`config.mk`:
```
export PLATFORM = sky130hd
export DESIGN_NAME = spimsp_port
export DESIGN_NICKNAME = d
export VERILOG_FILES = /design/src/verilog/spimsp_port.v
export VERILOG_INCLUDE_DIRS = /design/src /design/src/inc
export SDC_FILE = /design/constraint.sdc
export NUM_CORES = 1
export LEC_CHECK = 0
export BUFFER_PORTS_ARGS = -buffer_cell sky130_fd_sc_hd__buf_2
export CAP_MARGIN = 15
export CORE_ASPECT_RATIO = 0.6
export CORE_MARGIN = 1.5
export CORE_UTILIZATION = 50
export CTS_CLUSTER_SIZE = 14
export DETAILED_ROUTE_END_ITERATION = 10
export PLACE_DENSITY = 0.8
export SLEW_MARGIN = 40
export SYNTH_ARGS = -nofsm -noshare
export SYNTH_HDL_FRONTEND = slang
export SYNTH_SLANG_ARGS = --single-unit
export TNS_END_PERCENT = 1
```
`constraint.sdc`:
```
create_clock -name clock_i -period 3.1 [get_ports clock_i]
set_clock_uncertainty 0.1 [all_clocks]
set_input_delay 0.155 -clock clock_i [delete_from_list [all_inputs] [get_ports clock_i]]
set_output_delay 0.155 -clock clock_i [all_outputs]
set_load 0.05 [all_outputs]
```
`src/inc/spimsp_defines.vh`:
```
/*
 * constants for the serial master/slave port: register offsets, field
 * positions, reset values and timing counts.
 * assumes a single 50 MHz clock and an 8-bit register port.
 */
// Summary of operation
// - master drives clock, full-duplex byte exchange
// - slave shifts on external clock edges
// - status bit 7 selects bit order
// - control bit 3 sets idle data level
// - status bits 6:5 select output delay
// - control bit 7 selects shifting edge
// - buffer full set after eight bits
// - byte done: load buffer, set flags
// - reading read buffer clears full flag
// - write buffer ignores writes while shifting
// - start bit loads shifter, begins shifting
// - start bit stays set until done
// - default order most significant bit first
// - baud field selects rate and source
// - slave ignores baud bits; edge bit picks its sampling edge
// - deselected slave ignores pins, releases output
// - unselected data input treated as undriven
// - both ends share rate and edge
// - select-gated operation only in slave mode
// - bit rate at most 8 MHz
`ifndef SPIMSP_DEFINES_VH
`define SPIMSP_DEFINES_VH

`define SPIMSP_ADDR_W 8
`define SPIMSP_OFS_FLAGS 8'h17
`define SPIMSP_OFS_MASK 8'h1e
`define SPIMSP_OFS_CTRL 8'h36
`define SPIMSP_OFS_STAT 8'h37
`define SPIMSP_OFS_RBUF 8'h38
`define SPIMSP_OFS_WBUF 8'h39

// control register fields
`define SPIMSP_CTRL_EDGE 7
`define SPIMSP_CTRL_SLAVE 6
`define SPIMSP_CTRL_SSEN 5
`define SPIMSP_CTRL_START 4
`define SPIMSP_CTRL_IDLE 3
// status register fields
`define SPIMSP_STAT_ORDER 7
`define SPIMSP_STAT_DLYH 6
`define SPIMSP_STAT_DLYL 5
`define SPIMSP_STAT_RBF 0
// flag / mask bit
`define SPIMSP_FLAG_DONE 3

`define SPIMSP_CTRL_RST 8'h00
`define SPIMSP_STAT_RST 8'h00

// timing
`define SPIMSP_CLK_MHZ 50
`define SPIMSP_MAX_BIT_MHZ 8
// fastest half period: ceil(50/(2*8)) = 4 counts, five cycles per half, keeps the bit rate under 8 MHz
`define SPIMSP_MIN_HALF ((`SPIMSP_CLK_MHZ + 2 * `SPIMSP_MAX_BIT_MHZ - 1) / (2 * `SPIMSP_MAX_BIT_MHZ))
// output delay step in clock cycles
`define SPIMSP_DLY_STEP 2

`endif

```
`src/verilog/spimsp_port.v`:
```
/*
 * serial master/slave port: byte shifter with master clock generator,
 * slave edge detection on sampled pins, and an 8-bit register port.
 * assumes pins are asynchronous to clock_i; the register master follows
 * the single-cycle strobe protocol with read data one cycle later.
 */
`timescale 1ns/1ps
`default_nettype none
`include "spimsp_defines.vh"

module spimsp_port
#(
    parameter DATA_W = 8
)
(
    input wire clock_i,
    input wire rstn_i,
    input wire [7:0] addr_i,
    input wire [7:0] wdata_i,
    input wire wr_i,
    input wire rd_i,
    output reg [7:0] rdata_o,
    input wire sck_i,
    output reg sck_o,
    output reg sck_oe_o,
    input wire sdi_i,
    output reg sdo_o,
    output reg sdo_oe_o,
    input wire ss_n_i,
    input wire ext_clk_i,
    output wire irq_o
);

    // engine states
    localparam ST_IDLE = 2'b00;
    localparam ST_SHIFT = 2'b01;
    localparam ST_DONE = 2'b10;
    localparam [7:0] MIN_HALF = `SPIMSP_MIN_HALF;

    // control / status storage
    reg edge_sel;
    reg slave_mode;
    reg ss_enable;
    reg shift_start_busy;
    reg output_idle_control;
    reg [2:0] baud_rate_select;
    reg transfer_order_select;
    reg [1:0] out_delay;
    reg read_buffer_full;
    reg transfer_done_flag;
    reg transfer_done_irq_enable;
    reg [DATA_W-1:0] serial_read_buffer;
    reg [DATA_W-1:0] serial_write_buffer;

    // engine
    reg [1:0] state;
    reg [DATA_W-1:0] shifter;
    reg [3:0] bit_cnt;
    reg [7:0] div_cnt;
    reg [3:0] dly_cnt;
    reg dly_pend;
    reg dly_bit;

    // three-stage samplers for pins
    reg [2:0] sck_s;
    reg [2:0] sdi_s;
    reg [2:0] ss_s;
    reg [2:0] ext_s;
    reg sck_lvl;
    reg sdi_lvl;
    reg ss_lvl;
    reg ext_lvl;

    // reload count, one less than the half period in cycles, for each baud code; code 7 uses external clock
    function [7:0] half_of;
        input [2:0] code;
        begin
            case (code)
                3'h0: half_of = MIN_HALF;
                3'h1: half_of = MIN_HALF * 8'h02;
                3'h2: half_of = MIN_HALF * 8'h04;
                3'h3: half_of = MIN_HALF * 8'h08;
                3'h4: half_of = MIN_HALF * 8'h10;
                3'h5: half_of = 8'h7d;
                3'h6: half_of = 8'hfa;
                default: half_of = MIN_HALF;
            endcase
        end
    endfunction

    // bit to present next, by selected order
    function out_bit;
        input [DATA_W-1:0] v;
        input lsb_first;
        begin
            out_bit = lsb_first ? v[0] : v[DATA_W-1];
        end
    endfunction

    // delay count for the data output, two cycles per step; the longest delay outlasts the fastest half period
    function [3:0] dly_of;
        input [1:0] steps;
        begin
            dly_of = {1'b0, steps, 1'b0};
        end
    endfunction

    // shifter after taking one sampled bit, by selected order
    function [DATA_W-1:0] shift_in;
        input [DATA_W-1:0] v;
        input b;
        input lsb_first;
        begin
            shift_in = lsb_first ? {b, v[DATA_W-1:1]} : {v[DATA_W-2:0], b};
        end
    endfunction

    // a level change counts once stages two and three agree
    always @(posedge clock_i or negedge rstn_i)
    begin
        if (!rstn_i)
        begin
            sck_s <= 3'h0;
            sdi_s <= 3'h7;
            ss_s <= 3'h7;
            ext_s <= 3'h0;
            sck_lvl <= 1'b0;
            sdi_lvl <= 1'b1;
            ss_lvl <= 1'b1;
            ext_lvl <= 1'b0;
        end
        else
        begin
            sck_s <= {sck_s[1:0], sck_i};
            sdi_s <= {sdi_s[1:0], sdi_i};
            ss_s <= {ss_s[1:0], ss_n_i};
            ext_s <= {ext_s[1:0], ext_clk_i};
            if (sck_s[1] == sck_s[2])
                sck_lvl <= sck_s[2];
            if (sdi_s[1] == sdi_s[2])
                sdi_lvl <= sdi_s[2];
            if (ss_s[1] == ss_s[2])
                ss_lvl <= ss_s[2];
            if (ext_s[1] == ext_s[2])
                ext_lvl <= ext_s[2];
        end
    end

    // edge events from the filtered levels
    reg sck_prev;
    reg ext_prev;
    wire sck_rise = sck_lvl & ~sck_prev;
    wire sck_fall = ~sck_lvl & sck_prev;
    wire ext_tick = ext_lvl & ~ext_prev;
    wire use_ext = (baud_rate_select == 3'h7);
    wire half_done = use_ext ? ext_tick : (div_cnt == 8'h00);
    // slave with select enabled is gated by the select pin
    wire slave_sel = ~ss_enable | ~ss_lvl;
    // leading (sample) and trailing (shift-out) edges; edge bit matters to master and slave
    wire m_lead = ~sck_o ^ edge_sel;
    wire s_sample = slave_sel & sck_rise;
    wire s_shift = slave_sel & sck_fall;
    // unselected input reads as released line
    wire sdi_eff = slave_mode & ~slave_sel ? 1'b1 : sdi_lvl;
    wire byte_end = (bit_cnt == 4'd8);

    // register decode
    wire wr_ctrl = wr_i && addr_i == `SPIMSP_OFS_CTRL;
    wire start_req = wr_ctrl && wdata_i[`SPIMSP_CTRL_START] && state == ST_IDLE;
    wire rbuf_read = rd_i && addr_i == `SPIMSP_OFS_RBUF;

    // shift engine
    always @(posedge clock_i or negedge rstn_i)
    begin
        if (!rstn_i)
        begin
            state <= ST_IDLE;
            shifter <= {DATA_W{1'b0}};
            bit_cnt <= 4'h0;
            div_cnt <= 8'h00;
            sck_o <= 1'b0;
            sck_prev <= 1'b0;
            ext_prev <= 1'b0;
            dly_cnt <= 4'h0;
            dly_pend <= 1'b0;
            dly_bit <= 1'b0;
            sdo_o <= 1'b0;
        end
        else
        begin
            sck_prev <= sck_lvl;
            ext_prev <= ext_lvl;
            // delayed data output: delay of out_delay steps
            if (dly_pend)
            begin
                if (dly_cnt == 4'h0)
                begin
                    sdo_o <= dly_bit;
                    dly_pend <= 1'b0;
                end
                else
                    dly_cnt <= dly_cnt - 4'h1;
            end
            case (state)
                ST_IDLE:
                begin
                    // idle: master clock parked at the level the edge bit asks for; held low in slave mode
                    sck_o <= edge_sel & ~slave_mode;
                    if (start_req)
                    begin
                        // first bit goes out after the output delay, before the first clock edge only if that delay is shorter than the half period
                        shifter <= serial_write_buffer;
                        bit_cnt <= 4'h0;
                        div_cnt <= half_of(baud_rate_select);
                        state <= ST_SHIFT;
                        dly_bit <= out_bit(serial_write_buffer, transfer_order_select);
                        dly_cnt <= dly_of(out_delay);
                        dly_pend <= 1'b1;
                    end
                end
                ST_SHIFT:
                begin
                    if (!slave_mode)
                    begin
                        // master clock generator; the sampled input lags the pin by four cycles,
                        // so the five-cycle fastest half period still catches each new bit
                        div_cnt <= half_done ? half_of(baud_rate_select) : div_cnt - 8'h01;
                        if (half_done)
                        begin
                            sck_o <= ~sck_o;
                            if (m_lead)
                            begin
                                // first edge of each clock cycle: sample
                                shifter <= shift_in(shifter, sdi_eff, transfer_order_select);
                                bit_cnt <= bit_cnt + 4'h1;
                            end
                            else if (bit_cnt == 4'd8)
                            begin
                                // sixteenth half period brings the clock back to idle: byte complete
                                state <= ST_DONE;
                            end
                            else if (bit_cnt != 4'h0)
                            begin
                                dly_bit <= out_bit(shifter, transfer_order_select);
                                dly_cnt <= dly_of(out_delay);
                                dly_pend <= 1'b1;
                            end
                        end
                    end
                    // slave: pin edges pace the shifter, edge bit picks the sampling edge
                    else if (edge_sel ? s_shift : s_sample)
                    begin
                        shifter <= shift_in(shifter, sdi_eff, transfer_order_select);
                        bit_cnt <= bit_cnt + 4'h1;
                    end
                    else if ((s_sample | s_shift) && bit_cnt != 4'h0)
                    begin
                        dly_bit <= out_bit(shifter, transfer_order_select);
                        dly_cnt <= dly_of(out_delay);
                        dly_pend <= 1'b1;
                    end
                    // slave ends on the eighth sample; the master waits for the idle edge above
                    if (slave_mode && byte_end)
                        state <= ST_DONE;
                end
                default:
                begin
                    // byte complete: settle the data line as programmed
                    sdo_o <= output_idle_control;
                    dly_pend <= 1'b0;
                    state <= ST_IDLE;
                end
            endcase
        end
    end

    // pin drivers: slave releases data when not selected
    always @*
    begin
        sck_oe_o = ~slave_mode;
        sdo_oe_o = ~slave_mode | slave_sel;
    end

    // register writes, flags; hardware set wins over software clear
    wire done_evt = (state == ST_DONE);
    always @(posedge clock_i or negedge rstn_i)
    begin
        if (!rstn_i)
        begin
            edge_sel <= 1'b0;
            slave_mode <= 1'b0;
            ss_enable <= 1'b0;
            shift_start_busy <= 1'b0;
            output_idle_control <= 1'b0;
            baud_rate_select <= 3'h0;
            transfer_order_select <= 1'b0;
            out_delay <= 2'h0;
            read_buffer_full <= 1'b0;
            transfer_done_flag <= 1'b0;
            transfer_done_irq_enable <= 1'b0;
            serial_read_buffer <= {DATA_W{1'b0}};
            serial_write_buffer <= {DATA_W{1'b0}};
        end
        else
        begin
            if (wr_ctrl && !shift_start_busy)
            begin
                edge_sel <= wdata_i[`SPIMSP_CTRL_EDGE];
                slave_mode <= wdata_i[`SPIMSP_CTRL_SLAVE];
                ss_enable <= wdata_i[`SPIMSP_CTRL_SSEN];
                output_idle_control <= wdata_i[`SPIMSP_CTRL_IDLE];
                baud_rate_select <= wdata_i[2:0];
            end
            // order and delay are frozen while a byte is moving
            if (wr_i && addr_i == `SPIMSP_OFS_STAT && !shift_start_busy)
            begin
                transfer_order_select <= wdata_i[`SPIMSP_STAT_ORDER];
                out_delay <= wdata_i[`SPIMSP_STAT_DLYH:`SPIMSP_STAT_DLYL];
            end
            // write buffer refuses new bytes while shifting
            if (wr_i && addr_i == `SPIMSP_OFS_WBUF && !shift_start_busy)
                serial_write_buffer <= wdata_i;
            // interrupt enable is always writable
            if (wr_i && addr_i == `SPIMSP_OFS_MASK)
                transfer_done_irq_enable <= wdata_i[`SPIMSP_FLAG_DONE];
            // busy bit follows the engine
            if (start_req)
                shift_start_busy <= 1'b1;
            else if (done_evt)
                shift_start_busy <= 1'b0;
            if (done_evt)
                serial_read_buffer <= shifter;
            // full flag: set on completion, cleared by buffer read
            if (done_evt)
                read_buffer_full <= 1'b1;
            else if (rbuf_read || (wr_i && addr_i == `SPIMSP_OFS_STAT && !wdata_i[`SPIMSP_STAT_RBF]))
                read_buffer_full <= 1'b0;
            // done flag: set on completion, cleared by writing zero
            if (done_evt)
                transfer_done_flag <= 1'b1;
            else if (wr_i && addr_i == `SPIMSP_OFS_FLAGS && !wdata_i[`SPIMSP_FLAG_DONE])
                transfer_done_flag <= 1'b0;
        end
    end

    assign irq_o = transfer_done_flag & transfer_done_irq_enable;

    // read data registered one cycle after the strobe; unmapped reads zero
    always @(posedge clock_i or negedge rstn_i)
    begin
        if (!rstn_i)
        begin
            rdata_o <= 8'h00;
        end
        else
        begin
            rdata_o <= 8'h00;
            if (rd_i)
            begin
                case (addr_i)
                    `SPIMSP_OFS_CTRL: rdata_o <= {edge_sel, slave_mode, ss_enable, shift_start_busy,
                                                  output_idle_control, baud_rate_select};
                    `SPIMSP_OFS_STAT: rdata_o <= {transfer_order_select, out_delay, 4'h0, read_buffer_full};
                    `SPIMSP_OFS_RBUF: rdata_o <= serial_read_buffer;
                    `SPIMSP_OFS_WBUF: rdata_o <= serial_write_buffer;
                    `SPIMSP_OFS_FLAGS: rdata_o <= {4'h0, transfer_done_flag, 3'h0};
                    `SPIMSP_OFS_MASK: rdata_o <= {4'h0, transfer_done_irq_enable, 3'h0};
                    default: rdata_o <= 8'h00;
                endcase
            end
        end
    end

endmodule
`default_nettype wire

```
# Yosys cells after proc, flatten, opt, wreduce, memory -nomap -nowiden
# Cells that the tools add are included.
[classes] add_sub_neg=3 n_mul=0 div_mod_pow=0 order_cmp=0 eq_ne=37 shift=0 mux=75 n_bitwise=20 n_reduce_logical=34
[ops] operator="8-bit case mux with 6 select lines" count=2
[ops] operator="8-bit two-way mux" count=10
[ops] operator="4-bit two-way mux" count=15
[ops] operator="3-bit inequality test, second input constant" count=12
[ops] operator="1-bit two-way mux" count=34
[ops] operator="8-bit by 6-bit == test with 1-bit output, second input constant" count=4
[ops] operator="8-bit case mux with 2 select lines" count=2
[ops] operator="8-bit by 5-bit == test with 1-bit output, second input constant" count=2
[ops] operator="4-bit case mux with 2 select lines" count=2
[ops] operator="1-bit logical AND" count=15
[ops] operator="3-bit == test, second input constant" count=4
[ops] operator="2-bit two-way mux" count=6
[ops] operator="5-bit AND reduction" count=2
[ops] operator="1-bit AND" count=8
[ops] operator="8-bit zero test" count=1
[ops] operator="1-bit NOT" count=8
[ops] operator="8-bit AND reduction" count=1
[ops] operator="2-bit nonzero test" count=4
[ops] operator="8-bit by 1-bit subtractor with 8-bit output, second input constant" count=1
[ops] operator="3-bit by 2-bit == test with 1-bit output, second input constant" count=2
[ops] operator="2-bit inequality test, second input constant" count=3
[ops] operator="1-bit case mux with 2 select lines" count=3
[ops] operator="3-bit AND reduction" count=2
[ops] operator="4-bit by 1-bit adder with 4-bit output, second input constant" count=1
[ops] operator="17 further kinds" count=25
[totals] register_bits=86 latch_bits=0 ram_bits=0 rom_bits=0 in_bits=24 output_inout_bits=13 mem_count=0

# Depth between registers and ports, before layout
[logic_depth] ltp_word=10 depth_mapped=8

# Worst setup path before layout
# OpenSTA, ideal clock, no wires.
[synth_path] kind="flip-flop to flip-flop" startpoint="register sck_o" endpoint="register dly_cnt[2]" setup_time_ps=124 arrival_ps=1812 required_ps=2876 slack_ps=1064 path_stages_with_launch=6 path_buffers=0 synth_period_minus_slack_ps=2036 path_cell_list="dfrtp_1 -> xor2_1 -> o21ai_0 -> a21oi_1 -> mux2_2 -> a211o_1"
[synth_between] elab_chain_len=6
[synth_rtl] element="start, declared" line="spimsp_port.v:24" source="output reg sck_o,"
[synth_rtl] element="start signal, assigned" line="spimsp_port.v:208" source="sck_o <= edge_sel & ~slave_mode;"
[synth_rtl] element="start signal, assigned" line="spimsp_port.v:230" source="sck_o <= ~sck_o;"
[synth_rtl] element="1-bit NOT" line="spimsp_port.v:160" source="wire m_lead = ~sck_o ^ edge_sel;"
[synth_rtl] element="1-bit XOR" line="spimsp_port.v:160"
[synth_rtl] element="4-bit two-way mux" line="spimsp_port.v:231" source="if (m_lead)"
[synth_rtl] element="4-bit two-way mux" line="spimsp_port.v:228" source="if (half_done)"
[synth_rtl] element="4-bit two-way mux" line="spimsp_port.v:223" source="if (!slave_mode)"
[synth_rtl] element="4-bit case mux with 2 select lines" line="spimsp_port.v:204" source="case (state)"
[synth_rtl] element="end signal, assigned" line="spimsp_port.v:202" source="dly_cnt <= dly_cnt - 4'h1;"
[synth_rtl] element="end signal, assigned" line="spimsp_port.v:217" source="dly_cnt <= dly_of(out_delay);"
[synth_rtl] element="end signal, assigned" line="spimsp_port.v:245" source="dly_cnt <= dly_of(out_delay);"
[synth_rtl] element="end, declared" line="spimsp_port.v:60" source="reg [3:0] dly_cnt;"
# Every way passes these cells.
# A chain may end at the register's enable or synchronous reset.

# Final worst setup path
[layout_path] startpoint="register div_cnt[0]" endpoint="register div_cnt[6]"
[layout_between] elab_chain_len=5
[layout_rtl] element="start, declared" line="spimsp_port.v:59" source="reg [7:0] div_cnt;"
[layout_rtl] element="start signal, assigned" line="spimsp_port.v:214" source="div_cnt <= half_of(baud_rate_select);"
[layout_rtl] element="start signal, assigned" line="spimsp_port.v:227" source="div_cnt <= half_done ? half_of(baud_rate_select) : div_cnt - 8'h01;"
[layout_rtl] element="branches (longest 2 deep; another with 8-bit by 1-bit subtractor with 8-bit output)"
[layout_rtl] element="8-bit two-way mux *" line="spimsp_port.v:227"
[layout_rtl] element="8-bit two-way mux *" line="spimsp_port.v:223"
[layout_rtl] element="8-bit case mux with 2 select lines *" line="spimsp_port.v:204"
# Every way passes the cells marked *. The select of a mux whose other input is x is not followed.

==> flow_summary.toml <==
[run_status]
status = "complete, no violations"

[sta]
finalSetupTns_ns = 0
whs_ns = 0.1130
tightest_slew_ns = 0.7301
hold_viol_final = 0
min_period_ns = 2.296
grt_setup_unrepaired = "no"
timing.fmax_mhz = 435.6
slew_headroom = 0.5122
fin_crit_sh = 0.7405
slew_violations = 0
setup_viol = 0

[place]
place.gp.congestion = 0.9224
dpl.hpwl_mm = 6.981
placed_cell_area_um2 = 4677
io_buffers = 36

[clock_tree]
cts_max_level = 3
path_clk_slew_ns = 0.06
cts_tree = "done"
clockRootBuffer = "clkbuf_16"
clock_path_buffers = 2
cts_resized = 0
cts_buffers = 9
cts_setup_buffers = 0
clock_latency_ns = 0.34
clock-sinks = 86

[synth]
synth-edff-count = 0
synthMuxAreaShare = 0.1439
synthAdderAreaFrac = 0.02028
synthXorXnorAreaFrac = 0.003943
synth.distinct_cells = 69
synth_area_um2 = 4443
synth-compound-area-share = 0.1321
synthFlopType = "dfrtp_1"
syn_inst = 415
yosys_warnings = 0
synth-simple-area-share = 0.1788
seq_area_frac_synth = 0.4866
avgSynthCellArea_um2 = 10.71
syn_nets = 443
async_flop_share = 1.000
synth_top_family_by_area = "simple AND/OR/NAND/NOR gates"
ys_ff_latch = 86

[worst_setup_path]
critPathLaunchType = "flip-flop"
arrival_ns = 2.41
regToRegStartpoint = "div_cnt[0]"
end_kind = "flip-flop"
worstSetupPathType = "reg -> reg"
required_ns = 3.22
worstSetupStartpoint = "div_cnt[0]"
crit_path_max_fanout = 13

[floorplanning]
dieArea_um2 = 9479
die_x_um = 124.7
io_pins = 37
rows = 26
core_area_um2 = 8556
initial_utilization = 0.5193
die_h_um = 76.02

[drt]
dr.pass1.iters = 5
highest_layer = "met4"
ant_nets = 0
drc = 0
drt-met1-wl_mm = 4.807
drt_iter0_markers = 372
met3_length_um = 823
wl_per_cell_um = 17.52
vias = 3387
dr_wl_met2_mm = 4.305
wirelength_mm = 10.08
via_per_inst = 5.890

[layout]
final_cell_area_um2 = 5136
syn_to_final_growth_pct = 15.60
drive_gt1_frac = 0.2359
final_nets = 485

[global_routing]
grt_pass1_vias = 3304
grt_max_degree = 87
grt_pass1_wl_mm = 16.88
antenna_found_initial = 1
grt_usage = 0.2257
overflow = 0

[power_and_ir_drop]
pwr_density_cell_nw_per_um2 = 611.4
ir_drop_mv = 0.3407
leakagePower_nw = 2.292

[worst_hold_path]
min_from = "addr_i[7]"
min_path_type = "in -> reg"

[flow_run]
cap_violations = 0
## cell type report
type | instances | area (um2)
Antenna cell | 1 | 2.502
Clock buffer | 10 | 239.0
Clock inverter | 6 | 85.08
Fill cell | 727 | 3420
Inverter | 12 | 45.04
Multi-Input combinational cell | 297 | 2128
Sequential cell | 86 | 2162
Tap cell | 112 | 140.1
Timing Repair Buffer | 51 | 334.1
## timing repair
item                                    CTS  global route
endpoints found under the hold margin    99             0
endpoints found under the setup margin    0             0
hold buffers                             13             0
## cells by family (layout without fill, tap and decap cells)
logic type,after synthesis,in the layout
XOR/XNOR,2,2
buffers and inverters,32,79
AO/OA/AOI/OAI,90,90
flip-flops,86,86
multiplexers,55,55
other,0,1
AND/OR/NAND/NOR,142,142
adder cells (fa/ha/maj),8,8
## worst paths after layout
check | end | slack, ns | cells after the start
min | rdata_o[3] | 0.11 | 4
min reg2reg | sck_s[1] | 0.25 | 0
max in group asynchronous | state[0] | 2.09 | 2
max reg2reg | div_cnt[6] | 0.80 | 7
max | div_cnt[6] | 0.80 | 7
min in group asynchronous | dly_cnt[3] | 0.33 | 2
## flip-flops by register name (all words and copies together) (netlist names), 2 cells and up
| register | count |
|---|---|
| shifter | 8 |
| bit_cnt | 4 |
| sck_s | 3 |
| serial_read_buffer | 8 |
| ext_s | 3 |
| state | 2 |
| ss_s | 3 |
| sdi_s | 3 |
| rdata_o | 8 |
| div_cnt | 8 |
| baud_rate_select | 3 |
| dly_cnt | 4 |
| out_delay | 2 |
| serial_write_buffer | 8 |
## routing by layer
| metal | vias to the layer above | track usage |
|---|---|---|
| met3 | 10 | 0.06952 |
| met4 | 0 | 0.07126 |
| met5 | - | 0 |
| li1 | 1594 | - |
| met1 | 1665 | 0.3292 |
| met2 | 118 | 0.3220 |
## critical path, cell delays in order (launching register included)
cell and delay [ns]:
dfrtp_1 0.38, inv_1 0.06, ha_1 0.22, nor4b_2 0.18
nand3_1 0.21, nand3_1 0.39, and3_1 0.32, o32a_1 0.33
## through the flow
step	util	instances	setup WS [ns]	power (mW)
finish	0.6003	575	0.8044	3.140
detailed placement	0.5467	545	0.6946	1.984
floorplan	-	415	1.064	1.808
global placement	0.5462	545	0.7692	1.952
global route	0.6000	574	0.6027	3.307
CTS	0.5997	574	0.8195	3.166
## Yosys cell counts, types with 5 or more instances
cell / n / area [um2]
a21oi_1: 33 / 165.2
and3_1: 5 / 31.28
buf_2: 5 / 25.02
clkbuf_1: 8 / 30.03
dfrtp_1: 78 / 1952
dfstp_2: 8 / 210.2
inv_1: 12 / 45.04
mux2_2: 24 / 270.3
mux2_4: 9 / 135.1
mux2i_1: 20 / 200.2
nand2_1: 23 / 86.33
nand2b_1: 8 / 50.05
nand3_1: 10 / 50.05
nor2_1: 39 / 146.4
nor2b_1: 6 / 37.54
nor3_1: 9 / 45.04
nor4_1: 11 / 68.82
o21ai_0: 20 / 100.1
## placed cells by master (no fill, tap or decap), drive strengths merged, types with 8 or more instances in the layout
cell / instances
mux2: 34
clkbuf: 11
dlygate4sd3: 13
mux2i: 20
nor3: 9
nor2: 40
nor4: 11
dfrtp: 78
inv: 12
nand2: 24
o21ai: 23
dfstp: 8
nand3: 12
a21oi: 34
buf: 37
nand2b: 8
## report_power, final
group / internal [mW] / switching (mW)
clock: 0.724 / 0.429
sequential: 1.27 / 0.161
combinational: 0.263 / 0.299
Note: power is estimated with default switching activity, not from simulation.
